==> config.mk <==
export PLATFORM = sky130hd
export DESIGN_NAME = smt_march_gen
export DESIGN_NICKNAME = d
export VERILOG_FILES = /design/src/verilog/smt_pkg.sv /design/src/verilog/smt_march_gen.sv
export VERILOG_INCLUDE_DIRS = /design/src /design/src/verilog
export SDC_FILE = /design/constraint.sdc
export NUM_CORES = 1
export LEC_CHECK = 0
export ABC_AREA = 1
export BUFFER_PORTS_ARGS = -buffer_cell sky130_fd_sc_hd__clkbuf_2
export CORE_UTILIZATION = 59
export DETAILED_ROUTE_END_ITERATION = 6
export PLACE_DENSITY = 0.81
export SLEW_MARGIN = 0
export SYNTH_ARGS = -nofsm -noshare
export SYNTH_HDL_FRONTEND = slang
export SYNTH_SLANG_ARGS = --single-unit
export TNS_END_PERCENT = 30
==> constraint.sdc <==
create_clock -name clk -period 6.4 [get_ports clk]
set_clock_uncertainty 0.05 [all_clocks]
set_input_delay 0.32 -clock clk [delete_from_list [all_inputs] [get_ports clk]]
set_output_delay 0.32 -clock clk [all_outputs]
set_load 0.03 [all_outputs]
==> src/verilog/smt_params.svh <==
// constants for the sram march and deselect pattern generator
`ifndef SMT_PARAMS_SVH
`define SMT_PARAMS_SVH
// ==========================================================
// array geometry
`define SMT_ADDR_W 17
`define SMT_DATA_W 8
`define SMT_ROW_W 10
// ==========================================================
// data patterns
`define SMT_BG_DATA 8'h00
`define SMT_CB_BASE 8'h55
// ==========================================================
// timing
`define SMT_CLK_NS 100
`define SMT_T_ACC_NS 25
`define SMT_ACC_CYC ((`SMT_T_ACC_NS + `SMT_CLK_NS - 1) / `SMT_CLK_NS)
`endif

==> src/verilog/smt_pkg.sv <==
// types for the sram march and deselect pattern generator
`include "smt_params.svh"
package smt_pkg;
  // ==========================================================
  // sequence phases
  typedef enum logic [3:0] {
    SMT_IDLE, SMT_BG_WR, SMT_M1, SMT_M2, SMT_M3, SMT_M4, SMT_BG_RD,
    SMT_CB_WR, SMT_CB_DES, SMT_CB_RD, SMT_DONE
  } smt_phase_t;

  // pins driven toward the sram
  typedef struct packed {
    logic [`SMT_ADDR_W-1:0] addr;
    logic [`SMT_DATA_W-1:0] dout;
    logic doe;
    logic we_n;
    logic oe_n;
    logic cs_n;
    logic ce;
  } smt_pins_t;

  // address walk of one phase
  typedef struct packed {
    logic yfast;
    logic desc;
    logic start_hi;
    logic [1:0] last_op;
  } smt_walk_t;
endpackage : smt_pkg
==> src/verilog/smt_march_gen.sv <==
// pattern generator driving a 128k x 8 sram through its pins
//
// Notes on behaviour
// - background zeros written, ascending addresses first
// - element one: ascending y-fast, read, write complement, read
// - element two: descending x-fast from top, complement to true
// - element three: from zero, descending y-fast, true to complement
// - element four: from top, ascending x-fast, complement to true
// - final background read, descending y-fast
// - checkerboard written selected, ascending from zero
// - deselected inverse write, then ascending readback
// - second pass with patterns swapped
// - row and column split gives topological order
`timescale 1ns/1ns
`include "smt_params.svh"
module smt_march_gen
  import smt_pkg::*;
#(
  parameter int ROW_W = `SMT_ROW_W,
  parameter int WALK_W = `SMT_ADDR_W
) (
  input wire logic clk,
  input wire logic srst,
  input wire logic start,
  input wire logic test_sel,
  input wire logic [`SMT_DATA_W-1:0] sram_din,
  output smt_pins_t sram_pins,
  output logic busy,
  output logic done,
  output logic fail,
  output logic [`SMT_ADDR_W-1:0] fail_addr,
  output logic [`SMT_DATA_W-1:0] fail_data
);
  // ==========================================================
  // constants and checks
  localparam int ADDR_W = `SMT_ADDR_W;
  localparam int DATA_W = `SMT_DATA_W;
  localparam int ACC = `SMT_ACC_CYC;
  localparam logic [3:0] STB_END = 4'(ACC + 1);
  localparam logic [3:0] REL = 4'(ACC + 2);
  localparam logic [DATA_W-1:0] BG = `SMT_BG_DATA;
  localparam logic [DATA_W-1:0] CB = `SMT_CB_BASE;
  // last word of the walked range; address bits above it stay low
  localparam logic [ADDR_W-1:0] TOP = {ADDR_W{1'b1}} >> (ADDR_W - WALK_W);

  // walked range must fit the pins; row split leaves a column bit
  if (WALK_W < 2 || WALK_W > ADDR_W) begin : g_bad_walk
    $error("WALK_W must lie between 2 and ADDR_W");
  end
  if (ROW_W < 1 || ROW_W >= WALK_W) begin : g_bad_row
    $error("ROW_W must lie between 1 and WALK_W-1");
  end
  if (ACC < 1 || ACC > 12) begin : g_bad_acc
    $error("access cycle count out of range");
  end

  // ==========================================================
  // state
  smt_phase_t phase_q;
  logic [1:0] op_q;
  logic [3:0] step_q;
  logic [ADDR_W-1:0] idx_q;
  logic [ADDR_W-1:0] cnt_q;
  logic swap_q;
  smt_pins_t pins_q;
  logic busy_q;
  logic done_q;
  logic fail_q;
  logic [ADDR_W-1:0] fail_addr_q;
  logic [DATA_W-1:0] fail_data_q;

  // ==========================================================
  // walk of each phase
  function automatic smt_walk_t walk_of(smt_phase_t p);
    smt_walk_t w;
    w = '{yfast: 1'b0, desc: 1'b0, start_hi: 1'b0, last_op: 2'h0};
    unique case (p)
      SMT_BG_WR: w.last_op = 2'h0;
      SMT_M1: w = '{1'b1, 1'b0, 1'b0, 2'h2};
      SMT_M2: w = '{1'b0, 1'b1, 1'b1, 2'h2};
      SMT_M3: w = '{1'b1, 1'b1, 1'b0, 2'h2};
      SMT_M4: w = '{1'b0, 1'b0, 1'b1, 2'h2};
      SMT_BG_RD: w = '{1'b1, 1'b1, 1'b1, 2'h0};
      SMT_CB_WR, SMT_CB_DES, SMT_CB_RD: w.last_op = 2'h0;
      SMT_IDLE, SMT_DONE: w.last_op = 2'h0;
    endcase
    return w;
  endfunction : walk_of

  // phase that follows the last word of the current one
  function automatic smt_phase_t next_of(smt_phase_t p, logic swp);
    smt_phase_t n;
    n = SMT_DONE;
    unique case (p)
      SMT_BG_WR: n = SMT_M1;
      SMT_M1: n = SMT_M2;
      SMT_M2: n = SMT_M3;
      SMT_M3: n = SMT_M4;
      SMT_M4: n = SMT_BG_RD;
      SMT_BG_RD: n = SMT_DONE;
      SMT_CB_WR: n = SMT_CB_DES;
      SMT_CB_DES: n = SMT_CB_RD;
      SMT_CB_RD: n = swp ? SMT_DONE : SMT_CB_WR;
      SMT_IDLE, SMT_DONE: n = SMT_DONE;
    endcase
    return n;
  endfunction : next_of

  smt_walk_t walk_c;
  smt_walk_t nwalk_c;
  smt_phase_t nxt_c;
  logic [ADDR_W-1:0] addr_c;
  logic par_c;
  logic [DATA_W-1:0] cbv_c;
  logic op_wr_c;
  logic op_desel_c;
  logic [DATA_W-1:0] op_val_c;

  // ==========================================================
  // address mapping and patterns
  assign walk_c = walk_of(phase_q);
  assign nxt_c = next_of(phase_q, swap_q);
  assign nwalk_c = walk_of(nxt_c);
  // address is {row, col} inside the walked range; y-fast steps the
  // row bits fastest
  always_comb begin
    addr_c = '0;
    addr_c[WALK_W-1:0] = walk_c.yfast ?
        {idx_q[ROW_W-1:0], idx_q[WALK_W-1:ROW_W]} :
        idx_q[WALK_W-1:0];
  end
  assign par_c = addr_c[WALK_W-ROW_W] ^ addr_c[0];
  assign cbv_c = (par_c ^ swap_q) ? ~CB : CB;

  // ==========================================================
  // operation of the current step
  always_comb begin
    op_wr_c = 1'b0;
    op_desel_c = 1'b0;
    op_val_c = BG;
    unique case (phase_q)
      SMT_BG_WR: op_wr_c = 1'b1;
      SMT_BG_RD: op_val_c = BG;
      SMT_M1, SMT_M3: begin
        op_wr_c = (op_q == 2'h1);
        op_val_c = (op_q == 2'h0) ? BG : ~BG;
      end
      SMT_M2, SMT_M4: begin
        op_wr_c = (op_q == 2'h1);
        op_val_c = (op_q == 2'h0) ? ~BG : BG;
      end
      SMT_CB_WR: begin
        op_wr_c = 1'b1;
        op_val_c = cbv_c;
      end
      SMT_CB_DES: begin
        op_wr_c = 1'b1;
        op_desel_c = 1'b1;
        op_val_c = ~cbv_c;
      end
      SMT_CB_RD: op_val_c = cbv_c;
      SMT_IDLE, SMT_DONE: op_val_c = BG;
    endcase
  end

  // ==========================================================
  // sequencing: phase, op, access step and address walk
  always_ff @(posedge clk) begin
    if (srst) begin
      phase_q <= SMT_IDLE;
      op_q <= 2'h0;
      step_q <= 4'h0;
      idx_q <= '0;
      cnt_q <= '0;
      swap_q <= 1'b0;
    end else begin
      unique case (phase_q)
        SMT_IDLE: begin
          // both first phases start at word zero going up
          if (start) begin
            phase_q <= test_sel ? SMT_CB_WR : SMT_BG_WR;
            swap_q <= 1'b0;
            op_q <= 2'h0;
            step_q <= 4'h0;
            idx_q <= '0;
            cnt_q <= '0;
          end
        end
        SMT_DONE: phase_q <= SMT_IDLE;
        SMT_BG_WR, SMT_M1, SMT_M2, SMT_M3, SMT_M4, SMT_BG_RD,
        SMT_CB_WR, SMT_CB_DES, SMT_CB_RD: begin
          if (step_q != REL) begin
            step_q <= step_q + 4'h1;
          end else begin
            step_q <= 4'h0;
            if (op_q != walk_c.last_op) begin
              op_q <= op_q + 2'h1;
            end else begin
              op_q <= 2'h0;
              // every word visited once, wrapping past the end
              if (cnt_q == TOP) begin
                cnt_q <= '0;
                phase_q <= nxt_c;
                idx_q <= nwalk_c.start_hi ? TOP : '0;
                if (phase_q == SMT_CB_RD) begin
                  swap_q <= 1'b1;
                end
              end else begin
                cnt_q <= cnt_q + 1'b1;
                // masked so the walk wraps inside the walked range
                idx_q <= (walk_c.desc ? idx_q - 1'b1 : idx_q + 1'b1) & TOP;
              end
            end
          end
        end
      endcase
    end
  end

  // ==========================================================
  // pin drive: setup, strobe for the access time, then release
  // data stays driven through release so write hold is kept
  always_ff @(posedge clk) begin
    if (srst) begin
      pins_q <= '{addr: '0, dout: '0, doe: 1'b0, we_n: 1'b1,
                  oe_n: 1'b1, cs_n: 1'b1, ce: 1'b0};
    end else if (phase_q == SMT_IDLE || phase_q == SMT_DONE) begin
      pins_q.doe <= 1'b0;
      pins_q.we_n <= 1'b1;
      pins_q.oe_n <= 1'b1;
      pins_q.cs_n <= 1'b1;
      pins_q.ce <= 1'b0;
    end else if (step_q == 4'h0) begin
      pins_q.addr <= addr_c;
      pins_q.dout <= op_val_c;
      pins_q.doe <= op_wr_c;
      pins_q.we_n <= 1'b1;
      pins_q.oe_n <= 1'b1;
      pins_q.cs_n <= 1'b0;
      pins_q.ce <= ~op_desel_c;
    end else if (step_q == 4'h1) begin
      pins_q.we_n <= ~op_wr_c;
      pins_q.oe_n <= op_wr_c;
    end else if (step_q == REL) begin
      pins_q.we_n <= 1'b1;
      pins_q.oe_n <= 1'b1;
    end
  end

  // ==========================================================
  // read check: first mismatch is kept, later ones only keep fail
  always_ff @(posedge clk) begin
    if (srst) begin
      fail_q <= 1'b0;
      fail_addr_q <= '0;
      fail_data_q <= '0;
    end else if (phase_q == SMT_IDLE && start) begin
      fail_q <= 1'b0;
    end else if (phase_q != SMT_IDLE && phase_q != SMT_DONE &&
                 !op_wr_c && step_q == STB_END &&
                 sram_din != op_val_c) begin
      fail_q <= 1'b1;
      if (!fail_q) begin
        fail_addr_q <= pins_q.addr;
        fail_data_q <= sram_din;
      end
    end
  end

  // ==========================================================
  // status
  always_ff @(posedge clk) begin
    if (srst) begin
      busy_q <= 1'b0;
      done_q <= 1'b0;
    end else begin
      if (phase_q == SMT_IDLE && start) begin
        busy_q <= 1'b1;
      end else if (phase_q == SMT_DONE) begin
        busy_q <= 1'b0;
      end
      done_q <= (phase_q == SMT_DONE);
    end
  end

  assign sram_pins = pins_q;
  assign busy = busy_q;
  assign done = done_q;
  assign fail = fail_q;
  assign fail_addr = fail_addr_q;
  assign fail_data = fail_data_q;
endmodule : smt_march_gen

==> results.md, run 1 <==
- Sw Ratio: 49.9%
- Post-synth EDFFs: 0
- Required time of the critical path: 6.65 ns
- Ant. Diodes: 0
- GRT Resource Usage Total: 27.1%
- Placer Congestion: 0.900
- Outcome: complete, no violations
- Slew at the pin with the worst max-slew slack: ~1.2 ns
- WL final: around 13000 microns
- Number of global-route vias before repair: roughly 4900
- Number of CTS-inserted buffers: 9
- Clock Latency Late Sink: 0.37 ns
- NetSw: 1.25 mW
- Hold Path Depth: 3
- Logic pwr share: 51.1%
- Worst hold start: test_sel
- Vias per cell: approximately 5.3
- Max-Cap Viols: 0
- P_int: ~1.2 mW
- Htree depth: 3
- Syn Nets: 885
- CTS root buf: clkbuf_8
- Synth unique cells: 44
- Layout Nets: 932
- Global-route wire length before repair: 22100 microns
- Critical path peak fanout: 17
- Worst reg2reg path depth: 19
- Seq pwr share: between 30% and 40%
- Leak: 2.80 nW
- Synth Area in Simple Gates: roughly 31%
- Pin count of the biggest net entering global routing: 54
- Post-synthesis sequential area ratio: roughly a third
- Grt total ovfl: 0
- Sink Count: 97
- Area of the mapped netlist: 5690 sq um
- Main combinational cell family by area after synthesis: simple AND/OR/NAND/NOR gates
- Final Hold Vio Count: 0
- Crit path to: idx_q[12]$_SDFFE_PP0P_
- Non-Filler Instances: 1030
- HPWL after DPL: 9600 microns
- Endpoints failing setup: 0
- TritonCTS clock tree: built
- Core area: 9280 sq um
- Die span in y: 100 microns
- RSZ-0062 raised after global routing: false
- CP startpoint kind: flip-flop
- Worst EP arrival: 3.98 ns
- Post-route ant nets: 0
- Power Density: 401 nW/um^2
- Reg-to-reg critical path startpoint: phase_q[2]$_SDFFE_PP0P_
- Post-cts repair resize count: 0
- Crit path from: phase_q[2]$_SDFFE_PP0P_
- R2R setup slack: 2.67 ns
- Placed insts: ~1000
- WL/cell: between 10 and 15 microns
- Longest Clk Path Bufs: 2
- Slew headroom: 17.4%
- Layout cells sized above 1: 14.2%
- Synthesis Warnings: 0
- Post-synthesis xor/xnor area fraction: under 10%
- Post-CTS Repair Setup Buffers: 0
- Clk pwr share: 17.2%
- Antenna violations before repair: 0
- Place WS: around 2.7 ns
- Initial core utilization: 61.3%
- Die X: 100 microns
- Setup TNS: 0 ns
- HP Class: in2reg
- Die ar.: 10000 sq um
- Rows: 35
- Peak supply drop: 0.209 mV
- Fraction of registers with async set/reset: 0%
- Final worst slack: around 2.7 ns
- Pins Over Slew Limit: 0
- Main synth FF type: dfxtp_1
- Fin crit share: 58.3%
- Fillers: 853
- Mapped Cells: 849
- Critical path class: reg2reg
- Via count: 5465
- Num ports: 70
- CP endpoint kind: flip-flop
- Final worst path period need: 3.73 ns
- Area delta synth->final: 9.36%
- DRC errors left: 0
- Max Fclk: 268 MHz
- Clk slew on worst S/H paths: 0.10 ns
- Adder-Cell Fraction of Synth Area: 5.41%
- Synth Area in Compound Gates: 13.9%
- Cts hold-fix bufs: 0
- First-pass DRT Iterations: 5
- Register bit total from synthesis: 97
- Syn avg cell area: 6.71 sq um
- DR iter-0 viols: 231
- Port bufs: 69
- Reg-to-Reg End: idx_q[12]$_SDFFE_PP0P_
- Mux cell area share after synthesis: 0%
cells in the mapped netlist, drive strengths merged, types with 3 or more instances:
cell type / number / area [sq um]
ha: 23 / 288
dfxtp: 97 / 1940
a22oi: 4 / 30.0
xor2: 9 / 78.8
o21ai: 56 / 288
nor2: 80 / 329
xnor2: 3 / 26.3
nand4: 37 / 231
nor3: 14 / 106
nand3: 40 / 233
or2: 8 / 50.1
a31oi: 18 / 113
clkbuf: 17 / 63.8
nand2: 203 / 803
nor4: 4 / 25.0
a21oi: 55 / 275
buf: 18 / 138
inv: 149 / 562
metrics by stage:
stage | util (%) | hold WS, ns | power [mW] | area, sq um
after floorplan | - | 0.384 | 1.84 | 5690
after global placement | 64.8 | 0.395 | 2.05 | 6020
after detailed placement | 64.8 | 0.399 | 2.07 | 6020
after CTS | 67.1 | 0.236 | 2.50 | 6230
after global routing | 67.1 | 0.238 | 2.70 | 6230
final | 67.1 | 0.239 | 2.50 | 6230
cells in the final DEF, fill, tap and decap left out, types with 3 or more instances in the layout:
cell      netlist  final
a22oi_1         4      4
a21oi_1        55     55
clkbuf_2        0     69
nor4_1          4      4
o21ai_0        54     54
a31oi_1        18     18
nor2_2          2      3
xnor2_1         3      3
nand3_1        35     35
nand2_2         7      7
nand2_1       194    194
nor3_1          8      8
inv_1         141    141
clkbuf_8        0      9
xor2_1          9      9
ha_1           23     23
nand3_2         4      4
dfxtp_1        97     97
nand4_1        37     37
or2_2           6      6
nor2_1         76     75
nor3_2          5      5
inv_2           7      7
final cells by class:
cell class | instances | area [sq um] | share of cell area, %
inverters | 151 | 569 | 9.14
repair buffers | 71 | 360 | 5.79
multi-input cells | 566 | 2980 | 47.9
clock buffers | 9 | 124 | 1.99
flip-flops and latches | 97 | 1940 | 31.2
well taps | 129 | 161 | 2.59
clock inverters | 7 | 86.3 | 1.39
per-layer routing:
metal  wire (microns)  vias up  share of wire [%]  global-route usage (%)
met5                0        -                  0                       0
met4              123        0               0.93                    6.91
met3              489       12                3.7                    4.67
met2             6190      114                 47                    46.9
met1             6360     2523                 48                    34.8
li1                 -     2816                  -                       -
power by group through the flow:
stage | Clock (mW) | Sequential, mW | Combinational, mW
finish | 0.429 | 0.791 | 1.28
global route | 0.458 | 0.805 | 1.43
CTS | 0.436 | 0.790 | 1.27
detailed placement | 0 | 0.804 | 1.27
global placement | 0 | 0.801 | 1.25
floorplan | 0 | 0.903 | 0.941
cells by family after synthesis:
group           Yosys count
compound gates          144
xor+xnor                 12
fa+ha+maj                24
buf+inv                 186
flops                    97
simple gates            386
how the worst min path moves through the flow:
stage	endpoint	slack (ns)
2_1_floorplan	cnt_q[8]$_SDFFE_PP0P_	0.38
3_3_place_gp	cnt_q[8]$_SDFFE_PP0P_	0.39
3_5_place_dp	sram_pins[1]$_SDFFE_PP1N_	0.40
4_1_cts	phase_q[1]$_SDFFE_PP0P_	0.24
5_1_grt	phase_q[1]$_SDFFE_PP0P_	0.24
6_report	phase_q[1]$_SDFFE_PP0P_	0.24
critical path: stages, from the launching register on:
cell	delay [ns]
dfxtp_1	0.37
nor2_2	0.17
inv_1	0.09
nor3_2	0.17
inv_1	0.06
nand2_1	0.47
inv_1	0.12
fa_1	0.40
inv_1	0.08
nand3_1	0.06
nand2_1	0.07
inv_1	0.05
o21ai_0	0.26
inv_1	0.09
o21ai_0	0.42
a21oi_1	0.16
or2_2	0.30
nand3_1	0.07
a22oi_1	0.08
nor2_1	0.11
registers in the layout, indices dropped and copies added, names as in the netlist:
register and cells:
phase_q 4, fail_data 8, idx_q 17, fail 1, fail_addr 17, swap_q 1, op_q 2, done 1
sram_pins 24, cnt_q 17, step_q 4, busy 1
(Power assumes the default switching activity.)
==> run 2, diff against run 1 <==
ABC_AREA = 0   (was 1)
CORE_UTILIZATION = 58   (was 59)
PLACE_DENSITY = 0.8   (was 0.81)
clock period = 3.45 ns   (was 6.4 ns; I/O delays follow)
==> results.md, run 2 <==
- Fillers: 758 (was 853)
- Power Density: 791 nW/um^2 (was 401 nW/um^2)
- HPWL after DPL: 8820 microns (was 9600 microns)
- Layout cells sized above 1: 16.6% (was 14.2%)
- GRT Resource Usage Total: 24.9% (was 27.1%)
- Number of global-route vias before repair: 4422 (was 4886)
- Main synth FF type: dfxtp_1 (unchanged)
- Antenna violations before repair: 0 (unchanged)
- Placed insts: 813 (was 1014)
- Crit path from: phase_q[2]$_SDFFE_PP0P_ (unchanged)
- Die span in y: 99.0 microns (was 100 microns)
- Leak: 2.43 nW (was 2.80 nW)
- Fraction of registers with async set/reset: 0% (unchanged)
- Syn avg cell area: 8.31 sq um (was 6.71 sq um)
- Pins Over Slew Limit: 0 (unchanged)
- Critical path peak fanout: 7 (was 17)
- Main combinational cell family by area after synthesis: simple AND/OR/NAND/NOR gates (unchanged)
- Area delta synth->final: 12.0% (was 9.36%)
- CP startpoint kind: flip-flop (unchanged)
- Top cells by area, synth: dfxtp_1, nand2b_1, mux2i_1 (was dfxtp_1, nand2_1, inv_1)
- Grt total ovfl: 0 (unchanged)
- Reg-to-Reg End: idx_q[14]$_SDFFE_PP0P_ (was idx_q[12]$_SDFFE_PP0P_)
- Post-route ant nets: 0 (unchanged)
- Longest Clk Path Bufs: 2 (unchanged)
- Critical path class: reg2reg (unchanged)
- Highest routing layer actually used: met4 (unchanged)
- Place WS: 0.222 ns (was 2.71 ns)
- Synth Area in Simple Gates: 24.8% (was 31.2%)
- Worst EP arrival: 3.44 ns (was 3.98 ns)
- Fin area: 6110 sq um (was 6230 sq um)
- Endpoints failing setup: 0 (unchanged)
- Count leader, synth: dfxtp_1 (was nand2_1)
- Post-synthesis xor/xnor area fraction: 5.73% (was 1.85%)
- Setup TNS: 0 ns (unchanged)
- Hold worst-path end: fail_data[0]$_SDFFE_PP0P_ (was phase_q[1]$_SDFFE_PP0P_)
- Worst hold start: sram_din[0] (was test_sel)
- Sink Count: 97 (unchanged)
- Final worst path period need: 3.21 ns (was 3.73 ns)
- Rows: 35 (unchanged)
- Slew headroom: 56.2% (was 17.4%)
- Max-Cap Viols: 0 (unchanged)
- Initial core utilization: 59.3% (was 61.3%)
- Register bit total from synthesis: 97 (unchanged)
- Post-synth EDFFs: 0 (unchanged)
- R2R setup slack: 0.24 ns (was 2.67 ns)
- Port bufs: 69 (unchanged)
- Clock Latency Late Sink: 0.37 ns (about the same)
- Syn Nets: 693 (was 885)
- Max Fclk: 312 MHz (was 268 MHz)
- Met3 wire len: 526 microns (was 489 microns)
- Clk slew on worst S/H paths: 0.11 ns (was 0.10 ns)
- CTS root buf: clkbuf_8 (unchanged)
- DRC errors left: 0 (unchanged)
- Hold Path Depth: 3 (unchanged)
- Global-route wire length before repair: 19900 microns (was 22100 microns)
- Die X: 99.0 microns (was 100 microns)
- Non-Filler Instances: 833 (was 1030)
- Commonest cells after routing, fill and taps aside: dfxtp_1, clkbuf_2, nand2_1 (was nand2_1, inv_1, dfxtp_1)
- Commonest non-fill, non-tap cell in the layout: dfxtp_1 (was nand2_1)
- Via count: 4832 (was 5465)
- Max FFs per register: 24 (unchanged)
- Mux cell area share after synthesis: 5.69% (was 0%)
- Synth unique cells: 68 (was 44)
- Routed metal-1 wirelength: 5630 microns (was 6360 microns)
- First-pass DRT Iterations: 5 (unchanged)
- Htree depth: 3 (unchanged)
- Placer Congestion: 0.940 (was 0.900)
- Slew at the pin with the worst max-slew slack: 0.650 ns (was 1.24 ns)
- Post-synth top area share: 35.6% (was 34.1%)
- Ant. Diodes: 0 (unchanged)
- Mapped Cells: 657 (was 849)
- Pin count of the biggest net entering global routing: 57 (was 54)
- Most common library cells after synthesis: dfxtp_1, nand2_1, nor2_1, nand2b_1, a21oi_1 (was nand2_1, inv_1, dfxtp_1, nor2_1, a21oi_1)
- Fin crit share: 93.0% (was 58.3%)
- Peak supply drop: 0.334 mV (was 0.209 mV)
- WL/cell: 14.5 microns (was 12.8 microns)
- HP Class: in2reg (unchanged)
- Num ports: 70 (unchanged)
- Core area: 9200 sq um (was 9280 sq um)
- WL met2: 5750 microns (was 6190 microns)
- Synthesis Warnings: 0 (unchanged)
- Post-synthesis sequential area ratio: 35.6% (was 34.1%)
- CP endpoint kind: flip-flop (unchanged)
- Synth Area in Compound Gates: 17.4% (was 13.9%)
- WL final: 12100 microns (was 13200 microns)
- Outcome: complete, no violations (unchanged)
- Number of CTS-inserted buffers: 9 (unchanged)
- RSZ-0062 raised after global routing: false (unchanged)
- Adder-Cell Fraction of Synth Area: 5.82% (was 5.41%)
- Final worst slack: 0.241 ns (was 2.67 ns)
- Vias per cell: 5.80 (was 5.31)
- Final Hold Vio Count: 0 (unchanged)
- Worst reg2reg path depth: 12 (was 19)
- TritonCTS clock tree: built (unchanged)
- Area leader, netlist: dfxtp_1 (unchanged)
- Reg-to-reg critical path startpoint: phase_q[2]$_SDFFE_PP0P_ (unchanged)
- Required time of the critical path: 3.68 ns (was 6.65 ns)
- Post-DP Area: 5870 sq um (was 6020 sq um)
- Area of the mapped netlist: 5460 sq um (was 5690 sq um)
- Layout Nets: 753 (was 932)
- Die ar.: 9800 sq um (was 10000 sq um)
- DR iter-0 viols: 315 (was 231)
-- run 2: cell types whose count changed in the layout (fill, tap and decap cells not counted), moves of 15 or more --
cell,delta
nand4_1,-32
nand2b_1,+52
nor2_1,-15
a311oi_1,+17
nand2_1,-128
inv_1,-128
mux2i_1,+31
buf_4,+19
o21ai_0,-20
-- run 2: per-layer routing --
metal	track usage, %	vias to the layer above
met1	31.2	2243
met3	3.76	19
met5	0	-
met2	42.9	126
li1	-	2444
met4	9.87	0
-- run 2: how the worst max path moves through the flow --
stage	cells after the start	to	slack (ns)
after global placement	11	idx_q[16]$_SDFFE_PP0P_	0.36
after detailed placement	12	idx_q[14]$_SDFFE_PP0P_	0.22
after CTS	12	idx_q[14]$_SDFFE_PP0P_	0.17
after floorplan	11	idx_q[16]$_SDFFE_PP0P_	0.14
after global routing	12	idx_q[14]$_SDFFE_PP0P_	0.01
final	12	idx_q[14]$_SDFFE_PP0P_	0.24
-- run 2: power breakdown --
part / internal [mW] / switching [mW]
Clock: 0.349 / 0.420
Combinational: 0.898 / 1.72
Sequential: 1.30 / 0.151
Total: 2.54 / 2.29
-- run 2: logic make-up after synthesis --
group | Yosys count
mux | 31
fa+ha+maj | 25
simple gates | 267
flops | 97
buf+inv | 56
compound gates | 147
xor+xnor | 34
-- run 2: area by class of cell --
class,instances,area (sq um),share of cell area [%]
Clock buffer,9,124,2.03
Timing Repair Buffer,91,513,8.39
Tap cell,111,139,2.27
Clock inverter,7,83.8,1.37
Sequential cell,97,1940,31.8
Multi-Input combinational cell,504,3260,53.3
Inverter,14,52.6,0.860
-- run 2: through the flow --
| step | power [mW] | util (%) | hold WS [ns] |
|---|---|---|---|
| after detailed placement | 4.03 | 63.9 | 0.394 |
| after global routing | 5.19 | 66.5 | 0.0111 |
| after floorplan | 3.45 | - | 0.234 |
| after CTS | 4.80 | 66.2 | 0.00800 |
| final | 4.84 | 66.5 | 0.0106 |
| after global placement | 3.96 | 63.9 | 0.378 |
-- run 2: repair_timing --
item | in CTS | in global routing
hold buffers | 1 | 0
setup buffers | 0 | 3
endpoints found under the hold margin | 1 | 0
endpoints found under the setup margin | 0 | 2
gates resized for setup | 0 | 1
-- run 2: worst max-delay path: stages, from the launching register on --
cell and delay [ns]:
dfxtp_1 0.35, and2b_1 0.26, nand2_1 0.11, a21oi_4 0.23, ha_1 0.32, a21oi_1 0.17
nor2b_1 0.06, a41o_1 0.22, o41a_1 0.36, a311o_1 0.43, a31oi_1 0.22, xor2_1 0.09
a211oi_1 0.24
==> run 3, diff against run 2 <==
CTS_BUF_LIST = sky130_fd_sc_hd__clkbuf_16   (was unset)
==> results.md, run 3 (same netlist as run 2, synthesis figures left out) <==
- Grt met3 use: 3.55% (was 3.76%)
- Critical path peak fanout: 8 (was 7)
- Max-Cap Viols: 0 (unchanged)
- Num ports: 70 (unchanged)
- WL/cell: 14.8 microns (was 14.5 microns)
- Pin count of the biggest net entering global routing: 57 (unchanged)
- Met2 Usage GRT: 43.9% (was 42.9%)
- CP startpoint kind: flip-flop (unchanged)
- Global-route wire length before repair: 20200 microns (was 19900 microns)
- Crit path cell chain: and2b_1 > nand2_1 > a21oi_4 > ha_1 > a21oi_1 > nor2b_1 > a41o_1 > o41a_1 > a311o_1 > a31oi_1 > xor2_1 > a211oi_1 (unchanged)
- Logic pwr share: 51.3% (was 54.2%)
- Worst hold start: sram_din[3] (was sram_din[0])
- CP endpoint kind: flip-flop (unchanged)
- Reg-to-Reg End: idx_q[14]$_SDFFE_PP0P_ (unchanged)
- R2R setup slack: 0.22 ns (was 0.24 ns)
- Initial core utilization: 59.3% (unchanged)
- Clk pwr share: 20.1% (was 15.9%)
- Slew at the pin with the worst max-slew slack: 0.649 ns (was 0.650 ns)
- Slew headroom: 56.3% (was 56.2%)
- Worst EP arrival: 3.42 ns (was 3.44 ns)
- RSZ-0062 raised after global routing: false (unchanged)
- Sw Ratio: 45.9% (was 47.4%)
- Longest Clk Path Bufs: 2 (unchanged)
- Critical path class: reg2reg (unchanged)
- Area delta synth->final: 13.3% (was 12.0%)
- P_int: 2.74 mW (was 2.54 mW)
- Layout Nets: 749 (was 753)
- Core area: 9200 sq um (unchanged)
- Number of CTS-inserted buffers: 9 (unchanged)
- CTS root buf: clkbuf_16 (was clkbuf_8)
- Die ar.: 9800 sq um (unchanged)
- HP Class: in2reg (unchanged)
- Die X: 99.0 microns (unchanged)
- Htree depth: 3 (unchanged)
- GRT Resource Usage Total: 25.2% (was 24.9%)
- TritonCTS clock tree: built (unchanged)
- DRC errors left: 0 (unchanged)
- Number of global-route vias before repair: 4382 (was 4422)
- Final worst path period need: 3.23 ns (was 3.21 ns)
- Seq pwr share: 28.6% (was 29.9%)
- Sink Count: 97 (unchanged)
- Pins Over Slew Limit: 0 (unchanged)
- Hold worst-path end: fail_data[3]$_SDFFE_PP0P_ (was fail_data[0]$_SDFFE_PP0P_)
- Post-CTS Repair Setup Buffers: 0 (unchanged)
- Grt total ovfl: 0 (unchanged)
- Fin crit share: 93.5% (was 93.0%)
- Port bufs: 69 (unchanged)
- Worst reg2reg path depth: 12 (unchanged)
- HPWL after DPL: 8820 microns (unchanged)
- Commonest cells after routing, fill and taps aside: dfxtp_1, clkbuf_2, nand2_1 (unchanged)
- Clk slew on worst S/H paths: 0.07 ns (was 0.11 ns)
- Setup TNS: 0 ns (unchanged)
- Hold Path Depth: 3 (unchanged)
- NetSw: 2.33 mW (was 2.29 mW)
- Total chip power: 5.07 mW (was 4.84 mW)
- Ant. Diodes: 0 (unchanged)
- Slowest cell on crit path: a311o_1 (unchanged)
- Commonest non-fill, non-tap cell in the layout: dfxtp_1 (unchanged)
- Antenna violations before repair: 0 (unchanged)
- Clock Latency Late Sink: 0.34 ns (was 0.37 ns)
- Fin Hold WS: 0.0527 ns (was 0.0106 ns)
- Leak: 2.46 nW (was 2.43 nW)
- Layout cells sized above 1: 16.3% (was 16.6%)
- Final Hold Vio Count: 0 (unchanged)
- Reg-to-reg critical path startpoint: phase_q[2]$_SDFFE_PP0P_ (unchanged)
- Peak supply drop: 0.336 mV (was 0.334 mV)
- Max FFs per register: 24 (unchanged)
- Endpoints failing setup: 0 (unchanged)
- Outcome: complete, no violations (unchanged)
- DR iter-0 viols: 305 (was 315)
- CP max stage delay: 0.43 ns (about the same)
- Die span in y: 99.0 microns (unchanged)
- Met1 Usage GRT: 32.2% (was 31.2%)
- First-pass DRT Iterations: 5 (unchanged)
- Post-route ant nets: 0 (unchanged)
- Placer Congestion: 0.940 (unchanged)
- Vias per cell: 5.88 (was 5.80)
- WL final: 12300 microns (was 12100 microns)
- Required time of the critical path: 3.65 ns (was 3.68 ns)
- Via count: 4876 (was 4832)
- Power Density: 821 nW/um^2 (was 791 nW/um^2)
- Max Fclk: 310 MHz (was 312 MHz)
- GRT busiest layer: met2 (unchanged)
- Rows: 35 (unchanged)
==> run 3: cell count changes in the layout (fill, tap and decap cells not counted) <==
| cell | delta |
|---|---|
| buf_4 | -3 |
| clkbuf_16 | +9 |
| clkbuf_8 | -9 |
| dlygate4sd3_1 | -1 |
==> run 3: area by class of cell <==
class | count | area (sq um)
multi-input cells | 504 | 3260
repair buffers | 87 | 480
flip-flops and latches | 97 | 1940
clock inverters | 7 | 83.8
inverters | 14 | 52.6
clock buffers | 9 | 225
well taps | 111 | 139
fillers | 749 | 3010
==> run 3: worst max-delay path by stage <==
stage                            start                     end
6_report       phase_q[2]$_SDFFE_PP0P_  idx_q[14]$_SDFFE_PP0P_
5_1_grt        phase_q[2]$_SDFFE_PP0P_  idx_q[14]$_SDFFE_PP0P_
4_1_cts        phase_q[2]$_SDFFE_PP0P_  idx_q[14]$_SDFFE_PP0P_
3_5_place_dp   phase_q[2]$_SDFFE_PP0P_  idx_q[14]$_SDFFE_PP0P_
3_3_place_gp   phase_q[2]$_SDFFE_PP0P_  idx_q[16]$_SDFFE_PP0P_
2_1_floorplan  phase_q[0]$_SDFFE_PP0P_  idx_q[16]$_SDFFE_PP0P_
==> run 3: stage by stage <==
stage	cell area, sq um	worst slack (ns)	utilization, %	instances
detailed placement	5870	0.222	63.9	813
global route	6180	0.00997	67.2	829
floorplan	5470	0.141	-	657
global placement	5870	0.359	63.9	813
CTS	6180	0.187	67.2	829
finish	6180	0.225	67.2	829
==> run 3: metal layers <==
layer  routed length [microns]  part of all wire, %
met3                       596                  4.8
met1                      5620                   46
met2                      5960                   48
met4                       127                  1.0
met5                         0                    0
==> run 3: power groups by stage <==
stage	registers (mW)	logic, mW	clock network [mW]
after floorplan	1.68	1.77	0
after global placement	1.46	2.50	0
after detailed placement	1.47	2.56	0
after CTS	1.45	2.58	1.04
after global routing	1.48	2.86	1.09
final	1.45	2.60	1.02
==> run 3: timing repair <==
item | CTS | global route
gates resized for setup | 0 | 1
setup endpoints to repair | 0 | 2
hold buffers | 0 | 0
==> run 3: critical path, delay by kind of cell (launching register included) <==
family                   cells  cell delay [ns]
AO/OA/AOI/OAI                7             1.89
AND/OR/NAND/NOR              3             0.43
adder cells (fa/ha/maj)      1             0.34
flip-flops                   1             0.33
XOR/XNOR                     1             0.09
